## src/pkg/cdr_pkg.sv

```systemverilog
// Package for the clock delay and full-scale range configuration registers
`default_nettype none
package cdr_pkg;
   // ****************************************************
   // Register indices and byte addresses
   // ****************************************************
   localparam logic [3:0] IDX_RANGE = 4'hB;
   localparam logic [3:0] IDX_COARSE = 4'hC;
   localparam logic [3:0] IDX_FINE = 4'hD;
   localparam logic [3:0] IDX_STATUS = 4'hE;
   localparam logic [5:0] ADDR_RANGE = {IDX_RANGE, 2'b00};
   localparam logic [5:0] ADDR_COARSE = {IDX_COARSE, 2'b00};
   localparam logic [5:0] ADDR_FINE = {IDX_FINE, 2'b00};
   localparam logic [5:0] ADDR_STATUS = {IDX_STATUS, 2'b00};
   // ****************************************************
   // Reset values
   // ****************************************************
   localparam logic [15:0] RST_RANGE = 16'h4000;
   localparam logic [15:0] RST_COARSE = 16'h0004;
   localparam logic [15:0] RST_FINE = 16'h0000;
   // ****************************************************
   // Field positions and limits
   // ****************************************************
   localparam int RANGE_LSB = 0;
   localparam int RANGE_W = 15;
   localparam int COARSE_LSB = 4;
   localparam int COARSE_W = 12;
   localparam int SELECT_BIT = 3;
   localparam int DUTY_BIT = 2;
   localparam int FINE_LSB = 10;
   localparam int FINE_W = 6;
   localparam logic [11:0] COARSE_MAX = 12'h97F;
   localparam logic [14:0] RANGE_MID = 15'h4000;
   localparam logic [15:0] RANGE_WMASK = 16'h7FFF;
   localparam logic [15:0] COARSE_WMASK = 16'hFFFC;
   localparam logic [15:0] FINE_WMASK = 16'hFC00;
   localparam logic [1:0] RESP_OKAY = 2'b00;
   localparam logic [1:0] RESP_SLVERR = 2'b10;
   // ****************************************************
   // Types
   // ****************************************************
   typedef struct packed {
      logic [14:0] rangeCode;
      logic [11:0] coarseDelayCode;
      logic [5:0] fineDelayCode;
      logic delayAdjustSelect;
      logic dutyStabiliserOn;
   } cdr_analog_t;
   typedef enum logic [1:0] {
      RD_IDLE = 2'b00,
      RD_RESP = 2'b01
   } cdr_rd_state_t;
endpackage
`default_nettype wire

```

## src/rtl/cdr_regfile.sv

```systemverilog
// Three-word register storage with registered read data
`timescale 1ns/10ps
`default_nettype none
module cdr_regfile (
   input wire logic mclk,
   input wire logic resetn,
   input wire logic wrEn,
   input wire logic [1:0] wrSel,
   input wire logic [15:0] wrData,
   input wire logic [15:0] wrMask,
   input wire logic [1:0] rdSel,
   output logic [15:0] rdData,
   output logic [15:0] rangeWord,
   output logic [15:0] coarseWord,
   output logic [15:0] fineWord
);
   import cdr_pkg::*;
   logic [15:0] mem_q [0:2];
   logic [15:0] merged;

   assign merged = wrData & wrMask;
   assign rangeWord = mem_q[0];
   assign coarseWord = mem_q[1];
   assign fineWord = mem_q[2];

   always_ff @(posedge mclk or negedge resetn) begin
      if (!resetn) begin
         mem_q[0] <= RST_RANGE;
         mem_q[1] <= RST_COARSE;
         mem_q[2] <= RST_FINE;
      end else if (wrEn && wrSel != 2'd3) begin
         mem_q[wrSel] <= merged;
      end
   end

   always_ff @(posedge mclk or negedge resetn) begin
      if (!resetn) begin
         rdData <= 16'h0000;
      end else begin
         rdData <= (rdSel == 2'd3) ? 16'h0000 : mem_q[rdSel];
      end
   end
endmodule // cdr_regfile
`default_nettype wire

```

## src/rtl/cdr_config_regs.sv

```systemverilog
// AXI4-Lite slave holding the range and aperture delay configuration
//
// Notes on behaviour
// The 15-bit range code is straight binary, 0 is 600 mV, 32767 is 1000 mV, 16384 is 800 mV.
// Software writes zero to the reserved range top bit and coarse low two bits.
// The 12-bit coarse delay code in bits 15:4 scales from 0 to 825 ps at 2431.
// Coarse codes of 2432 and above saturate at the maximum delay.
// Coarse and fine delays apply only while the select bit 3 is one.
// The duty-cycle stabiliser stays on while coarse bit 2 is one, its default.
// The 6-bit fine delay in bits 15:10 adds 0 to 2.3 ps on top of the coarse delay.
// Software keeps the ten reserved fine register low bits at zero.
// In extended control mode the mid-range code equals the non-extended nominal setting.
// Codes stay unchanged until rewritten and reads return the last written value.
//
// Register access over AXI4-Lite was left to the implementer.
`timescale 1ns/10ps
`default_nettype none
module cdr_config_regs (
   input wire logic mclk,
   input wire logic resetn,
   input wire logic extendedControl,
   input wire logic [5:0] s_axi_awaddr,
   input wire logic s_axi_awvalid,
   output logic s_axi_awready,
   input wire logic [31:0] s_axi_wdata,
   input wire logic [3:0] s_axi_wstrb,
   input wire logic s_axi_wvalid,
   output logic s_axi_wready,
   output logic [1:0] s_axi_bresp,
   output logic s_axi_bvalid,
   input wire logic s_axi_bready,
   input wire logic [5:0] s_axi_araddr,
   input wire logic s_axi_arvalid,
   output logic s_axi_arready,
   output logic [31:0] s_axi_rdata,
   output logic [1:0] s_axi_rresp,
   output logic s_axi_rvalid,
   input wire logic s_axi_rready,
   output cdr_pkg::cdr_analog_t analogCtrl_q
);
   import cdr_pkg::*;

   // ****************************************************
   // Address decode
   // ****************************************************
   function automatic logic [1:0] regSel(input logic [5:0] addr);
      case (addr)
         ADDR_RANGE: regSel = 2'd0;
         ADDR_COARSE: regSel = 2'd1;
         ADDR_FINE: regSel = 2'd2;
         default: regSel = 2'd3;
      endcase
   endfunction

   function automatic logic [15:0] selMask(input logic [1:0] sel);
      case (sel)
         2'd0: selMask = RANGE_WMASK;
         2'd1: selMask = COARSE_WMASK;
         2'd2: selMask = FINE_WMASK;
         default: selMask = 16'h0000;
      endcase
   endfunction

   // ****************************************************
   // Write channel
   // ****************************************************
   logic [5:0] awAddr_q;
   logic awHeld_q;
   logic [31:0] wData_q;
   logic [3:0] wStrb_q;
   logic wHeld_q;
   logic [15:0] oldWord;
   logic [15:0] strobedWord;
   logic [1:0] wrSel;
   logic wrFire;
   logic awTake;
   logic wTake;
   logic [15:0] rangeWord;
   logic [15:0] coarseWord;
   logic [15:0] fineWord;

   assign awTake = s_axi_awvalid && s_axi_awready;
   assign wTake = s_axi_wvalid && s_axi_wready;
   assign wrFire = awHeld_q && wHeld_q && !s_axi_bvalid;
   assign wrSel = regSel(awAddr_q);
   assign oldWord = (wrSel == 2'd0) ? rangeWord : (wrSel == 2'd1) ? coarseWord : fineWord;
   // Byte strobes merge with the current value so single-byte writes keep the other byte
   assign strobedWord = {wStrb_q[1] ? wData_q[15:8] : oldWord[15:8],
                         wStrb_q[0] ? wData_q[7:0] : oldWord[7:0]};

   always_ff @(posedge mclk or negedge resetn) begin
      if (!resetn) begin
         awHeld_q <= 1'b0;
         awAddr_q <= 6'h00;
         s_axi_awready <= 1'b1;
      end else if (awTake) begin
         awHeld_q <= 1'b1;
         awAddr_q <= s_axi_awaddr;
         s_axi_awready <= 1'b0;
      end else if (wrFire) begin
         awHeld_q <= 1'b0;
      end else if (!awHeld_q && !s_axi_bvalid) begin
         s_axi_awready <= 1'b1;
      end
   end

   always_ff @(posedge mclk or negedge resetn) begin
      if (!resetn) begin
         wHeld_q <= 1'b0;
         wData_q <= 32'h0000_0000;
         wStrb_q <= 4'h0;
         s_axi_wready <= 1'b1;
      end else if (wTake) begin
         wHeld_q <= 1'b1;
         wData_q <= s_axi_wdata;
         wStrb_q <= s_axi_wstrb;
         s_axi_wready <= 1'b0;
      end else if (wrFire) begin
         wHeld_q <= 1'b0;
      end else if (!wHeld_q && !s_axi_bvalid) begin
         s_axi_wready <= 1'b1;
      end
   end

   always_ff @(posedge mclk or negedge resetn) begin
      if (!resetn) begin
         s_axi_bvalid <= 1'b0;
         s_axi_bresp <= RESP_OKAY;
      end else if (wrFire) begin
         s_axi_bvalid <= 1'b1;
         s_axi_bresp <= (wrSel == 2'd3) ? RESP_SLVERR : RESP_OKAY;
      end else if (s_axi_bready) begin
         s_axi_bvalid <= 1'b0;
      end
   end

   // ****************************************************
   // Read channel
   // ****************************************************
   cdr_rd_state_t rdState_q;
   logic [1:0] rdSel;
   logic [1:0] rdSelHeld_q;
   logic [15:0] rdWord;
   logic [15:0] statusWord;
   logic arTake;
   logic extSync_q;
   logic extSync2_q;

   assign arTake = s_axi_arvalid && s_axi_arready;
   // Held select keeps read data still while the answer waits for rready
   assign rdSel = (rdState_q == RD_RESP) ? rdSelHeld_q : regSel(s_axi_araddr);

   always_ff @(posedge mclk or negedge resetn) begin
      if (!resetn) begin
         rdState_q <= RD_IDLE;
         s_axi_arready <= 1'b1;
         s_axi_rvalid <= 1'b0;
         s_axi_rresp <= RESP_OKAY;
         rdSelHeld_q <= 2'd0;
      end else begin
         case (rdState_q)
            RD_IDLE: begin
               if (arTake) begin
                  rdState_q <= RD_RESP;
                  s_axi_arready <= 1'b0;
                  s_axi_rvalid <= 1'b1;
                  rdSelHeld_q <= rdSel;
                  s_axi_rresp <= (rdSel == 2'd3 && s_axi_araddr != ADDR_STATUS) ?
                                 RESP_SLVERR : RESP_OKAY;
               end
            end
            RD_RESP: begin
               if (s_axi_rready) begin
                  rdState_q <= RD_IDLE;
                  s_axi_arready <= 1'b1;
                  s_axi_rvalid <= 1'b0;
               end
            end
            default: begin
               rdState_q <= RD_IDLE;
            end
         endcase
      end
   end

   logic rdStatus_q;
   always_ff @(posedge mclk or negedge resetn) begin
      if (!resetn) begin
         rdStatus_q <= 1'b0;
      end else if (arTake) begin
         rdStatus_q <= (s_axi_araddr == ADDR_STATUS);
      end
   end

   // Status word reflects what the analog path actually receives
   // Mode pin shows after its synchroniser, two cycles behind the pin
   assign statusWord = {13'h0, analogCtrl_q.dutyStabiliserOn,
                        analogCtrl_q.delayAdjustSelect, extSync2_q};
   assign s_axi_rdata = {16'h0000, rdStatus_q ? statusWord : rdWord};

   cdr_regfile u_regfile (
      .mclk(mclk),
      .resetn(resetn),
      .wrEn(wrFire),
      .wrSel(wrSel),
      .wrData(strobedWord),
      .wrMask(selMask(wrSel)),
      .rdSel(rdSel),
      .rdData(rdWord),
      .rangeWord(rangeWord),
      .coarseWord(coarseWord),
      .fineWord(fineWord)
   );

   // ****************************************************
   // Decode to analog controls
   // ****************************************************
   logic [11:0] coarseRaw;
   logic [11:0] coarseSat;
   logic selectOn;

   assign coarseRaw = coarseWord[COARSE_LSB +: COARSE_W];
   assign coarseSat = (coarseRaw > COARSE_MAX) ? COARSE_MAX : coarseRaw;
   assign selectOn = coarseWord[SELECT_BIT];

   // Extended control mode is a pin level, synchronised before use
   always_ff @(posedge mclk or negedge resetn) begin
      if (!resetn) begin
         extSync_q <= 1'b0;
         extSync2_q <= 1'b0;
      end else begin
         extSync_q <= extendedControl;
         extSync2_q <= extSync_q;
      end
   end

   always_ff @(posedge mclk or negedge resetn) begin
      if (!resetn) begin
         analogCtrl_q <= '{RST_RANGE[14:0], 12'h000, 6'h00, 1'b0, 1'b1};
      end else begin
         // Same code drives both modes; the analog scale maps mid-range to nominal
         analogCtrl_q.rangeCode <= rangeWord[RANGE_LSB +: RANGE_W];
         analogCtrl_q.coarseDelayCode <= selectOn ? coarseSat : 12'h000;
         analogCtrl_q.fineDelayCode <= selectOn ? fineWord[FINE_LSB +: FINE_W] : 6'h00;
         analogCtrl_q.delayAdjustSelect <= selectOn;
         analogCtrl_q.dutyStabiliserOn <= coarseWord[DUTY_BIT];
      end
   end

endmodule // cdr_config_regs
`default_nettype wire

```

## config.mk

```make
export PLATFORM = sky130hd
export DESIGN_NAME = cdr_config_regs
export DESIGN_NICKNAME = d
export VERILOG_FILES = /design/src/pkg/cdr_pkg.sv /design/src/rtl/cdr_regfile.sv /design/src/rtl/cdr_config_regs.sv
export SDC_FILE = /design/constraint.sdc
export NUM_CORES = 1
export LEC_CHECK = 0
export ABC_AREA = 0
export BUFFER_PORTS_ARGS = -buffer_cell sky130_fd_sc_hd__buf_2
export CAP_MARGIN = 20
export CORE_ASPECT_RATIO = 1.25
export CORE_MARGIN = 2
export CORE_UTILIZATION = 45
export CTS_CLUSTER_DIAMETER = 100
export DETAILED_ROUTE_END_ITERATION = 8
export GPL_ROUTABILITY_DRIVEN = 1
export PLACE_DENSITY_LB_ADDON = 0.05
export SYNTH_ARGS = -nofsm -noshare
export SYNTH_HDL_FRONTEND = slang
export SYNTH_SLANG_ARGS = --single-unit
```

## constraint.sdc

```tcl
create_clock -name mclk -period 6.2 [get_ports mclk]
set_clock_uncertainty 0.15 [all_clocks]
set_input_delay 0.31 -clock mclk [delete_from_list [all_inputs] [get_ports mclk]]
set_output_delay 0.31 -clock mclk [all_outputs]
set_load 0.02 [all_outputs]
```

; ---- Yosys cells after proc, flatten, opt, wreduce, memory -nomap -nowiden
; Index checks and enable logic that the tools add are counted.
[classes]
reduce_logical = 26
n_lt_le_gt_ge = 4
muxes = 41
eq_ne = 18
bitwise = 3
[op_table]
columns = op, count
row1 = 2-to-1 mux 16 bit, 7
row2 = bitwise mux 48 bit, 1
row3 = one-hot mux 16 bit (3 select lines), 1
row4 = == test 6 bit (second input constant), 7
row5 = binary-select mux 16 bit (select 2 bit), 1
row6 = demux 16 bit (select 2 bit), 1
row7 = 2-to-1 mux 12 bit, 2
row8 = AND 16 bit, 1
row9 = 2-to-1 mux 8 bit, 2
row10 = 2-to-1 mux 1 bit, 15
row11 = greater-than comparator 12 bit (second input constant), 1
row12 = one-hot mux 2 bit (3 select lines), 2
row13 = nonzero test 2 bit, 6
row14 = logical AND 1 bit, 10
row15 = 2-to-1 mux 2 bit, 5
row16 = != test 2 bit (second input constant), 5
row17 = AND reduction 2 bit, 4
row18 = == test 2 bit (second input constant), 3
row19 = greater-or-equal comparator 3 bit (second input constant), 2
row20 = 2-to-1 mux 6 bit, 1
row21 = != test 6 bit (second input constant), 1
row22 = inverter 2 -> 3 bit, 2
row23 = == test 2 x 1 -> 1 bit (second input constant), 2
row24 = logical NOT 2 bit, 2
row25 = 5 further kinds, 8
[word_totals]
out_inout_bits = 76
inputBits = 56
wordCells = 118
ff_bits = 141

; ---- Longest topological paths before layout
; Gate-level depths: netlist of the first run.
[depth]
word_depth = 8
ltp_mapped = 11
mapped_depth_nobuf = 9

; ---- By module
; A second synthesis of the first run with hierarchy kept.
[unflattened]
hier_cells = 502
hier_area_um2 = 6323.6
[modules_own_cells]
columns = mod, seq_area_each_um2, cells_each, instances, area_each_um2
row1 = cdr_config_regs, 1833.0, 327, 1, 3559.7
row2 = cdr_regfile, 1604.0, 175, 1, 2763.9

; ---- Least setup slack after synthesis of the first run
; Ideal clock, no wire load.
[synth_path]
path_type = register to register
from = register awAddr_q[1]
to = register u_regfile.mem_q (netlist bit u_regfile.coarseWord[10])
arrival_ns = 2.760
setup_slack_ns = 3.210
period_less_slack_ns = 2.990
path_stages_with_launch = 11
cell_sequence = dfrtp_1 > or3b_1 > buf_2 > or2_2 > nor2_1 > ha_1 > clkbuf_1 > clkbuf_1 > nand3_1 > a21oi_1 > a2bb2oi_1
[synth_via]
elab_chain_cells = 8
elab_cells_between_ends = 21
classes_between = order compare (2) / eq/ne (6) / mux (8) / bitwise (2) / reduce/logical (3)
[synth_rtl]
columns = element, line
row1 = "start, declared", cdr_config_regs.sv:67  ; logic [5:0] awAddr_q;
row2 = "start signal, assigned", cdr_config_regs.sv:98  ; awAddr_q <= s_axi_awaddr;
row3 = == test 6 bit, cdr_config_regs.sv:47  ; case (addr)
row4 = one-hot mux 2 bit (3 select lines) *, cdr_config_regs.sv:47
row5 = inverter 2 -> 3 bit (implied by the code) / == test 2 x 1 -> 1 bit (equally long branches), "cdr_regfile.sv:32, cdr_config_regs.sv:56, cdr_config_regs.sv:86"
row6 = "greater-or-equal comparator 3 bit (implied by the code), or another cell as far along", cdr_regfile.sv:32  ; mem_q[wrSel] <= merged;
row7 = logical AND 1 bit (implied by the code) / 2-to-1 mux 16 bit (equally long branches), "cdr_regfile.sv:32, cdr_config_regs.sv:86"
row8 = 2-to-1 mux 16 bit (implied by the code) / 2-to-1 mux 8 bit (equally long branches), "cdr_regfile.sv:32, cdr_config_regs.sv:88"
row9 = demux 16 bit (select 2 bit) / AND 16 bit (equally long branches), "cdr_regfile.sv:32, cdr_regfile.sv:21"
row10 = bitwise mux 48 bit, cdr_regfile.sv:32
row11 = "end signal, assigned by index", cdr_regfile.sv:32
row12 = "end, declared", cdr_regfile.sv:18  ; logic [15:0] mem_q [0:2];
; Every way passes the cells marked *; elsewhere a longest branch is shown, timed or not.
; A chain may end at the register's enable or synchronous reset.

; ---- Final worst setup path of the first run
[layout_path]
from = register awAddr_q[1]
to = register u_regfile.mem_q (netlist bit u_regfile.coarseWord[9])
; The elaborated chain is that of the path after synthesis.

==> results.tsv, run 1 <==
metric	value	unit
worst-path-max-fanout	21	
finalSetupViolCount	0	
die_w	107.4	microns
outcome	finished clean	
pre_cts_ws	2433	ps
dieArea	14320	sq um
yosysMostFrequentCell	dfrtp_1	
grt_overflow	0	
max_freq	261.1	MHz
setup_ws	2370	ps
yosysUniqueCellTypes	51	
synth_ff_type	dfrtp_1	
path_class	reg -> reg	
synth_commonest_cells	130 x dfrtp_1, 66 x mux2_2, 37 x nand2_1, 35 x o21ai_0, 25 x mux2i_1	
drv_slew	0	
worstPathArrival	3960	ps
yosysTopAreaCell	dfrtp_1	
antenna_found_initial	0	
p_per_area	411.3	nW/um^2
finalCriticalPeriod	3830	ps
syn2layout_area_growth	24.67	%
die_h	133.3	microns
p_leak	0.003627	uW
synth_edf_count	0	
synth_top_area_share	54.04	%
drtIter0Drc	144	
insertion_delay	400	ps
cts.sinks	137	
start_util	45.70	%
place_hpwl	8.966	mm
clock_path_buffers	2	
wl_per_cell	16.71	microns
hold_path.class	in -> reg	
fin_nets	672	
rsz0062_at_grt	no	
startpoint_type	flip-flop	
drive_gt1_share	34.35	%
maxSlewHeadroom	32.19	%
end_kind	flip-flop	
via_count	4148	
cap_violations	0	
first_pass_iters	4	
tightest_slew	1017	ps
finalHoldViolCount	0	
finish.utilization	56.97	%
syn_inst	492	
ant_nets	0	
viasPerCell	5.205	
grt_max_degree	88	
ys_ff_latch	137	
grt_pass1_vias	4211	
grt_pass1_wl	21.34	mm
synth.yosys.seq_area_share	57.10	%
crit_required	6330	ps
diodes	0	
ys_async_sr_fraction	100.0	%
cts_tree	yes	
synth_area_per_cell	12.23	sq um
period_share	61.78	%
yosysWarnings	0	
holdWs	59.25	ps
ir_worst_vdd	0.2147	mV
netlist_top_cells_area	dfrtp_1 54%, mux2_2 12%, mux2i_1 4.2%, dfstp_2 3.1%, o21ai_0 2.9%	
post_cts_buffers	0	
root_buffer	clkbuf_16	
gp_congestion	0.7729	
drt_wl_total	13.32	mm
num_io_pins	132	
htreeDepth	4	
numCtsBuffers	17	
tns	0	ps
syn-cell-area	6020	sq um
coreArea	13170	sq um
num_rows	47	
grtUsageTotal	19.33	%
portBuffers	95	
drc	0	
cts.clk_slew.worst_paths	60	ps
## power breakdown
part	internal (uW)	total, uW	switching [uW]	leakage, uW
clock network	705	1070	364	0.000313
logic	319	707	388	0.00151
registers	1110	1310	204	0.00180
total	2130	3090	956	0.00363
## cells by family (layout without fill, tap and decap cells)
group	count (synthesis)	count (layout)	synth area share, %
and+or+nand+nor	108	108	9.645
adders and majority gates	3	3	0.6236
other	1	18	0.06230
buffers and inverters	56	173	5.030
muxes	92	92	16.73
DFF	137	137	57.10
AOI/OAI and AO/OA	93	93	10.52
xor gates and xnor gates	2	2	0.2911
## registers in the layout, summed over array words and instances, names as in the netlist, 2 cells and up
name,cells
rdSelHeld_q,2
wStrb_q,2
u_regfile.rangeWord,16
u_regfile.rdData,16
u_regfile.fineWord,16
awAddr_q,6
analogCtrl_q,35
wData_q,16
u_regfile.coarseWord,16
## area by class of cell
cell class / count / area, sq um
Timing Repair Buffer: 128 / 822.0
Sequential cell: 137 / 3437
Clock buffer: 21 / 470.5
Clock inverter: 11 / 168.9
Tap cell: 171 / 214.0
Multi-Input combinational cell: 316 / 2344
Fill cell: 1171 / 5668
Inverter: 13 / 48.80
## routing by layer
metal,track usage (%),routed length [microns],share of wire (%)
met1,25.37,5938,45
met2,31.29,6751,51
met3,4.256,460,3.5
met4,7.621,165,1.2
met5,0,0,0
## critical path, cell delays in order, from the launching register on
cell     delay, ps
dfrtp_1        370
or3b_1         520
or2_2          400
nor2_1         150
ha_1           860
and3_1         820
mux2_2         420
## cell usage in the layout (no fill, tap or decap), types with 5 or more instances in the layout
cell and instances:
dfrtp_1 130, buf_2 94, mux2_2 66, nand2_1 37
o21ai_0 35, dlygate4sd3_1 29, mux2i_1 25, nor2b_1 20
conb_1 18, clkbuf_16 17, a21oi_1 13, nor2_1 12
inv_1 12, o21a_1 10, and2_1 7, a211oi_1 7
o311a_1 7, dfstp_2 7, a2bb2oi_1 6, o211ai_1 5
## path summary, 6_finish.rpt
kind	from	to	slack, ps	cells after the start
worst max-delay path	awAddr_q[1]$_DFFE_PN0P_	u_regfile.coarseWord[9]$_DFFE_PN0P_	2370	6
worst min-delay path	s_axi_araddr[1]	s_axi_rresp[1]$_DFFE_PN0P_	60	3
worst max register to register	awAddr_q[1]$_DFFE_PN0P_	u_regfile.coarseWord[9]$_DFFE_PN0P_	2370	6
worst min register to register	extSync_q$_DFF_PN0_	extSync2_q$_DFF_PN0_	200	0
max in group asynchronous	resetn	s_axi_awready$_DFFE_PN1P_	4480	4
min in group asynchronous	resetn	s_axi_rvalid$_DFFE_PN0P_	240	2
## stage by stage
step                      cells  cell area, sq um  total power [uW]
after CTS                   796              7477              3113
after detailed placement    735              6548              2021
after floorplan             509              6083              1793
final                       797              7505              3086
after global routing        797              7505              3256
after global placement      735              6548              1994
## timing repair
| action | CTS | global route |
|---|---|---|
| hold buffers | 29 | 0 |
| gates resized for setup | 0 | 0 |
| hold endpoints to repair | 75 | 0 |
No activity file was read; power rests on OpenSTA's default activity.
==> run 2: changes to the inputs <==
--- a/config.mk
+++ b/config.mk
@@ -5,7 +5,7 @@
 export SDC_FILE = /design/constraint.sdc
 export NUM_CORES = 1
 export LEC_CHECK = 0
-export ABC_AREA = 0
+export ABC_AREA = 1
 export BUFFER_PORTS_ARGS = -buffer_cell sky130_fd_sc_hd__buf_2
 export CAP_MARGIN = 20
 export CORE_ASPECT_RATIO = 1.25
==> constraint.sdc (replaced) <==
create_clock -name mclk -period 3.09 [get_ports mclk]
set_clock_uncertainty 0.15 [all_clocks]
set_input_delay 0.1545 -clock mclk [delete_from_list [all_inputs] [get_ports mclk]]
set_output_delay 0.1545 -clock mclk [all_outputs]
set_load 0.02 [all_outputs]
==> run 2 against run 1 <==
Sequential power is 87% higher. Critical endpoint is now u_regfile.rangeWord[0]$_DFFE_PN0P_. Largest power group unchanged. Clock power is 97% higher. Critical path depth is 3 higher.
==> results.tsv, run 2 <==
metric	value	unit	change
startpoint_type	flip-flop		
clock_path_buffers	2		unchanged
synth_compound_area_share	5.907	%	-4.6 points
root_buffer	clkbuf_16		
tightest_slew	831.2	ps	-185.9 ps
first_pass_iters	4		unchanged
cts.clk_slew.worst_paths	60	ps	about the same
drive_gt1_share	23.15	%	-11 points
critPathSlowestCell	dfrtp_1		
synth_commonest_cells	216 x nand2_1, 130 x dfrtp_1, 62 x nand3_1, 58 x inv_1, 39 x nor2_1		
top_register	analogCtrl_q		
fin_area	7657	sq um	+2.0%
end_kind	flip-flop		
numCtsBuffers	17		unchanged
p_leak	0.004033	uW	+11%
synth.yosys.seq_area_share	55.57	%	-1.5 points
yosysTopAreaCell	dfrtp_1		
portBuffers	95		unchanged
cp_top_family	simple AND/OR/NAND/NOR gates		
place_area	6698	sq um	+2.3%
die_w	108.9	microns	+1.3%
rsz0062_at_grt	no		
cp_num_buf_inv	1		+1
insertion_delay	420	ps	+20 ps
syn-cell-area	6185	sq um	+2.7%
synth_fa_ha_area_share	0.6069	%	-0.017 points
synth_ff_type	dfrtp_1		
grt_pass1_vias	4593		+9.1%
finalCriticalPeriod	2389	ps	-1441 ps
final-seq-area	3437	sq um	unchanged
pre_cts_ws	665.9	ps	-1767 ps
finalHoldViolCount	0		unchanged
grtUsageTotal	20.84	%	+1.5 points
finalSetupViolCount	0		unchanged
layout_commonest_cell	nand2_1		
diodes	0		unchanged
drc	0		unchanged
synth_area_per_cell	9.055	sq um	-26%
ys_async_sr_fraction	100.0	%	unchanged
finish.utilization	57.36	%	+0.39 points
coreArea	13350	sq um	+1.3%
period_share	77.33	%	+16 points
ir_worst_vdd	0.4295	mV	+100%
yosysMostFrequentCell	nand2_1		
via_count	4738		+14%
synth_edf_count	0		unchanged
synth.area.mux_share	4.269	%	-12 points
synth_top_family_by_area	simple AND/OR/NAND/NOR gates		
fin_nets	871		+30%
maxSlewHeadroom	44.45	%	+12 points
worstPathArrival	2540	ps	-1420 ps
tns	0	ps	unchanged
cp_cell_sequence	nor2_4 > nand3_2 > ha_1 > nand2_4 > nand3_4 > nor2_8 > inv_4 > nand2_1 > o21ai_0		
grt_pass1_wl	23.27	mm	+9.0%
wl_per_cell	14.47	microns	-13%
synth_xor_area_share	0	%	-0.29 points
cpPeakStageDelay	410	ps	-450 ps
die_h	135.1	microns	+1.3%
yosysWarnings	0		unchanged
place_hpwl	9.588	mm	+6.9%
cts_hold_buf	34		+17%
num_io_pins	132		unchanged
crit_required	3240	ps	-3090 ps
path_class	reg -> reg		
max_freq	418.5	MHz	+60%
drtIter0Drc	219		+52%
viasPerCell	4.757		-8.6%
cts_tree	yes		
synth_top_area_share	52.60	%	-1.4 points
grt_overflow	0		unchanged
htreeDepth	4		unchanged
worst-path-max-fanout	19		-9.5%
num_rows	47		unchanged
ant_nets	0		unchanged
syn_inst	683		+39%
dieArea	14700	sq um	+2.6%
drt_wl_total	14.42	mm	+8.3%
cts.sinks	137		unchanged
drv_slew	0		unchanged
outcome	finished clean		
final_cell_mix	216 x nand2_1, 130 x dfrtp_1, 94 x buf_2		
yosysUniqueCellTypes	38		-25%
post_cts_buffers	0		unchanged
cap_violations	0		unchanged
p_per_area	802.4	nW/um^2	+95%
grt_max_degree	83		-5.7%
syn2layout_area_growth	23.81	%	
cts_resized	0		unchanged
hold_path.class	in -> reg		
gp_congestion	0.7994		+3.4%
netlist_top_cells_area	dfrtp_1 53%, nand2_1 13%, nand3_1 5.0%, inv_1 3.5%, mux2_2 3.5%		
antenna_found_initial	0		unchanged
ys_ff_latch	137		unchanged
fill_cells	1222		+4.4%
setup_ws	700.6	ps	-1669 ps
largest_reg_flops	35		unchanged
synth_simple_gate_area_share	24.94	%	+15 points
multi_input_area	2277	sq um	-2.8%
start_util	46.33	%	+0.63 points
==> run 2: final timing paths <==
check                                        start                            endpoint  slack [ps]  depth (start not counted)
setup / recovery           awAddr_q[1]$_DFFE_PN0P_  u_regfile.rangeWord[0]$_DFFE_PN0P_         700                          9
hold / removal                     s_axi_araddr[5]              rdStatus_q$_DFFE_PN0P_          20                          4
setup reg to reg           awAddr_q[1]$_DFFE_PN0P_  u_regfile.rangeWord[0]$_DFFE_PN0P_         700                          9
hold reg to reg                extSync_q$_DFF_PN0_                extSync2_q$_DFF_PN0_         210                          0
max in group asynchronous                   resetn           s_axi_awready$_DFFE_PN1P_        1760                          3
min in group asynchronous                   resetn          s_axi_rresp[1]$_DFFE_PN0P_         200                          2
==> run 2: area by class of cell <==
type	count	area share [%]
clock buffers	19	5.915
clock inverters	13	2.173
inverters	64	3.170
multi-input cells	457	29.74
flip-flops and latches	137	44.89
well taps	171	2.794
repair buffers	135	11.32
==> run 2: worst min-delay path: stages <==
cell	delay [ps]
buf_2	110
nand2_1	70
o21bai_1	90
a21boi_0	120
==> run 2: cell families (layout without fill, tap and decap cells) <==
kind of cell	count (synthesis)	count (layout)
AO/OA/AOI/OAI	66	66
flip-flops	137	137
adder cells (fa/ha/maj)	3	3
AND/OR/NAND/NOR	346	346
buffers and inverters	106	231
other	1	18
multiplexers	24	24
==> run 2: per-stage QoR <==
| stage | hold slack [ps] | instances | total power, uW |
|---|---|---|---|
| after detailed placement | 105.7 | 930 | 4047 |
| after floorplan | -291.1 | 700 | 3624 |
| after global placement | 101.1 | 930 | 4006 |
| final | 21.13 | 996 | 6144 |
| after global routing | 53.18 | 996 | 6511 |
| after CTS | 5.622 | 996 | 6204 |
==> run 2: where the power goes <==
part	internal, uW	switching [uW]
sequential	2180	274
clock	1320	791
combinational	527	1050
total	4030	2120
==> run 2: metal layers <==
layer / track usage [%] / wire length (microns) / vias to the layer above
met3: 3.378 / 575 / 27
met1: 28.02 / 6752 / 2180
met2: 33.58 / 6786 / 132
met5: 0 / 0 / -
li1: - / - / 2399
met4: 8.618 / 301 / 0
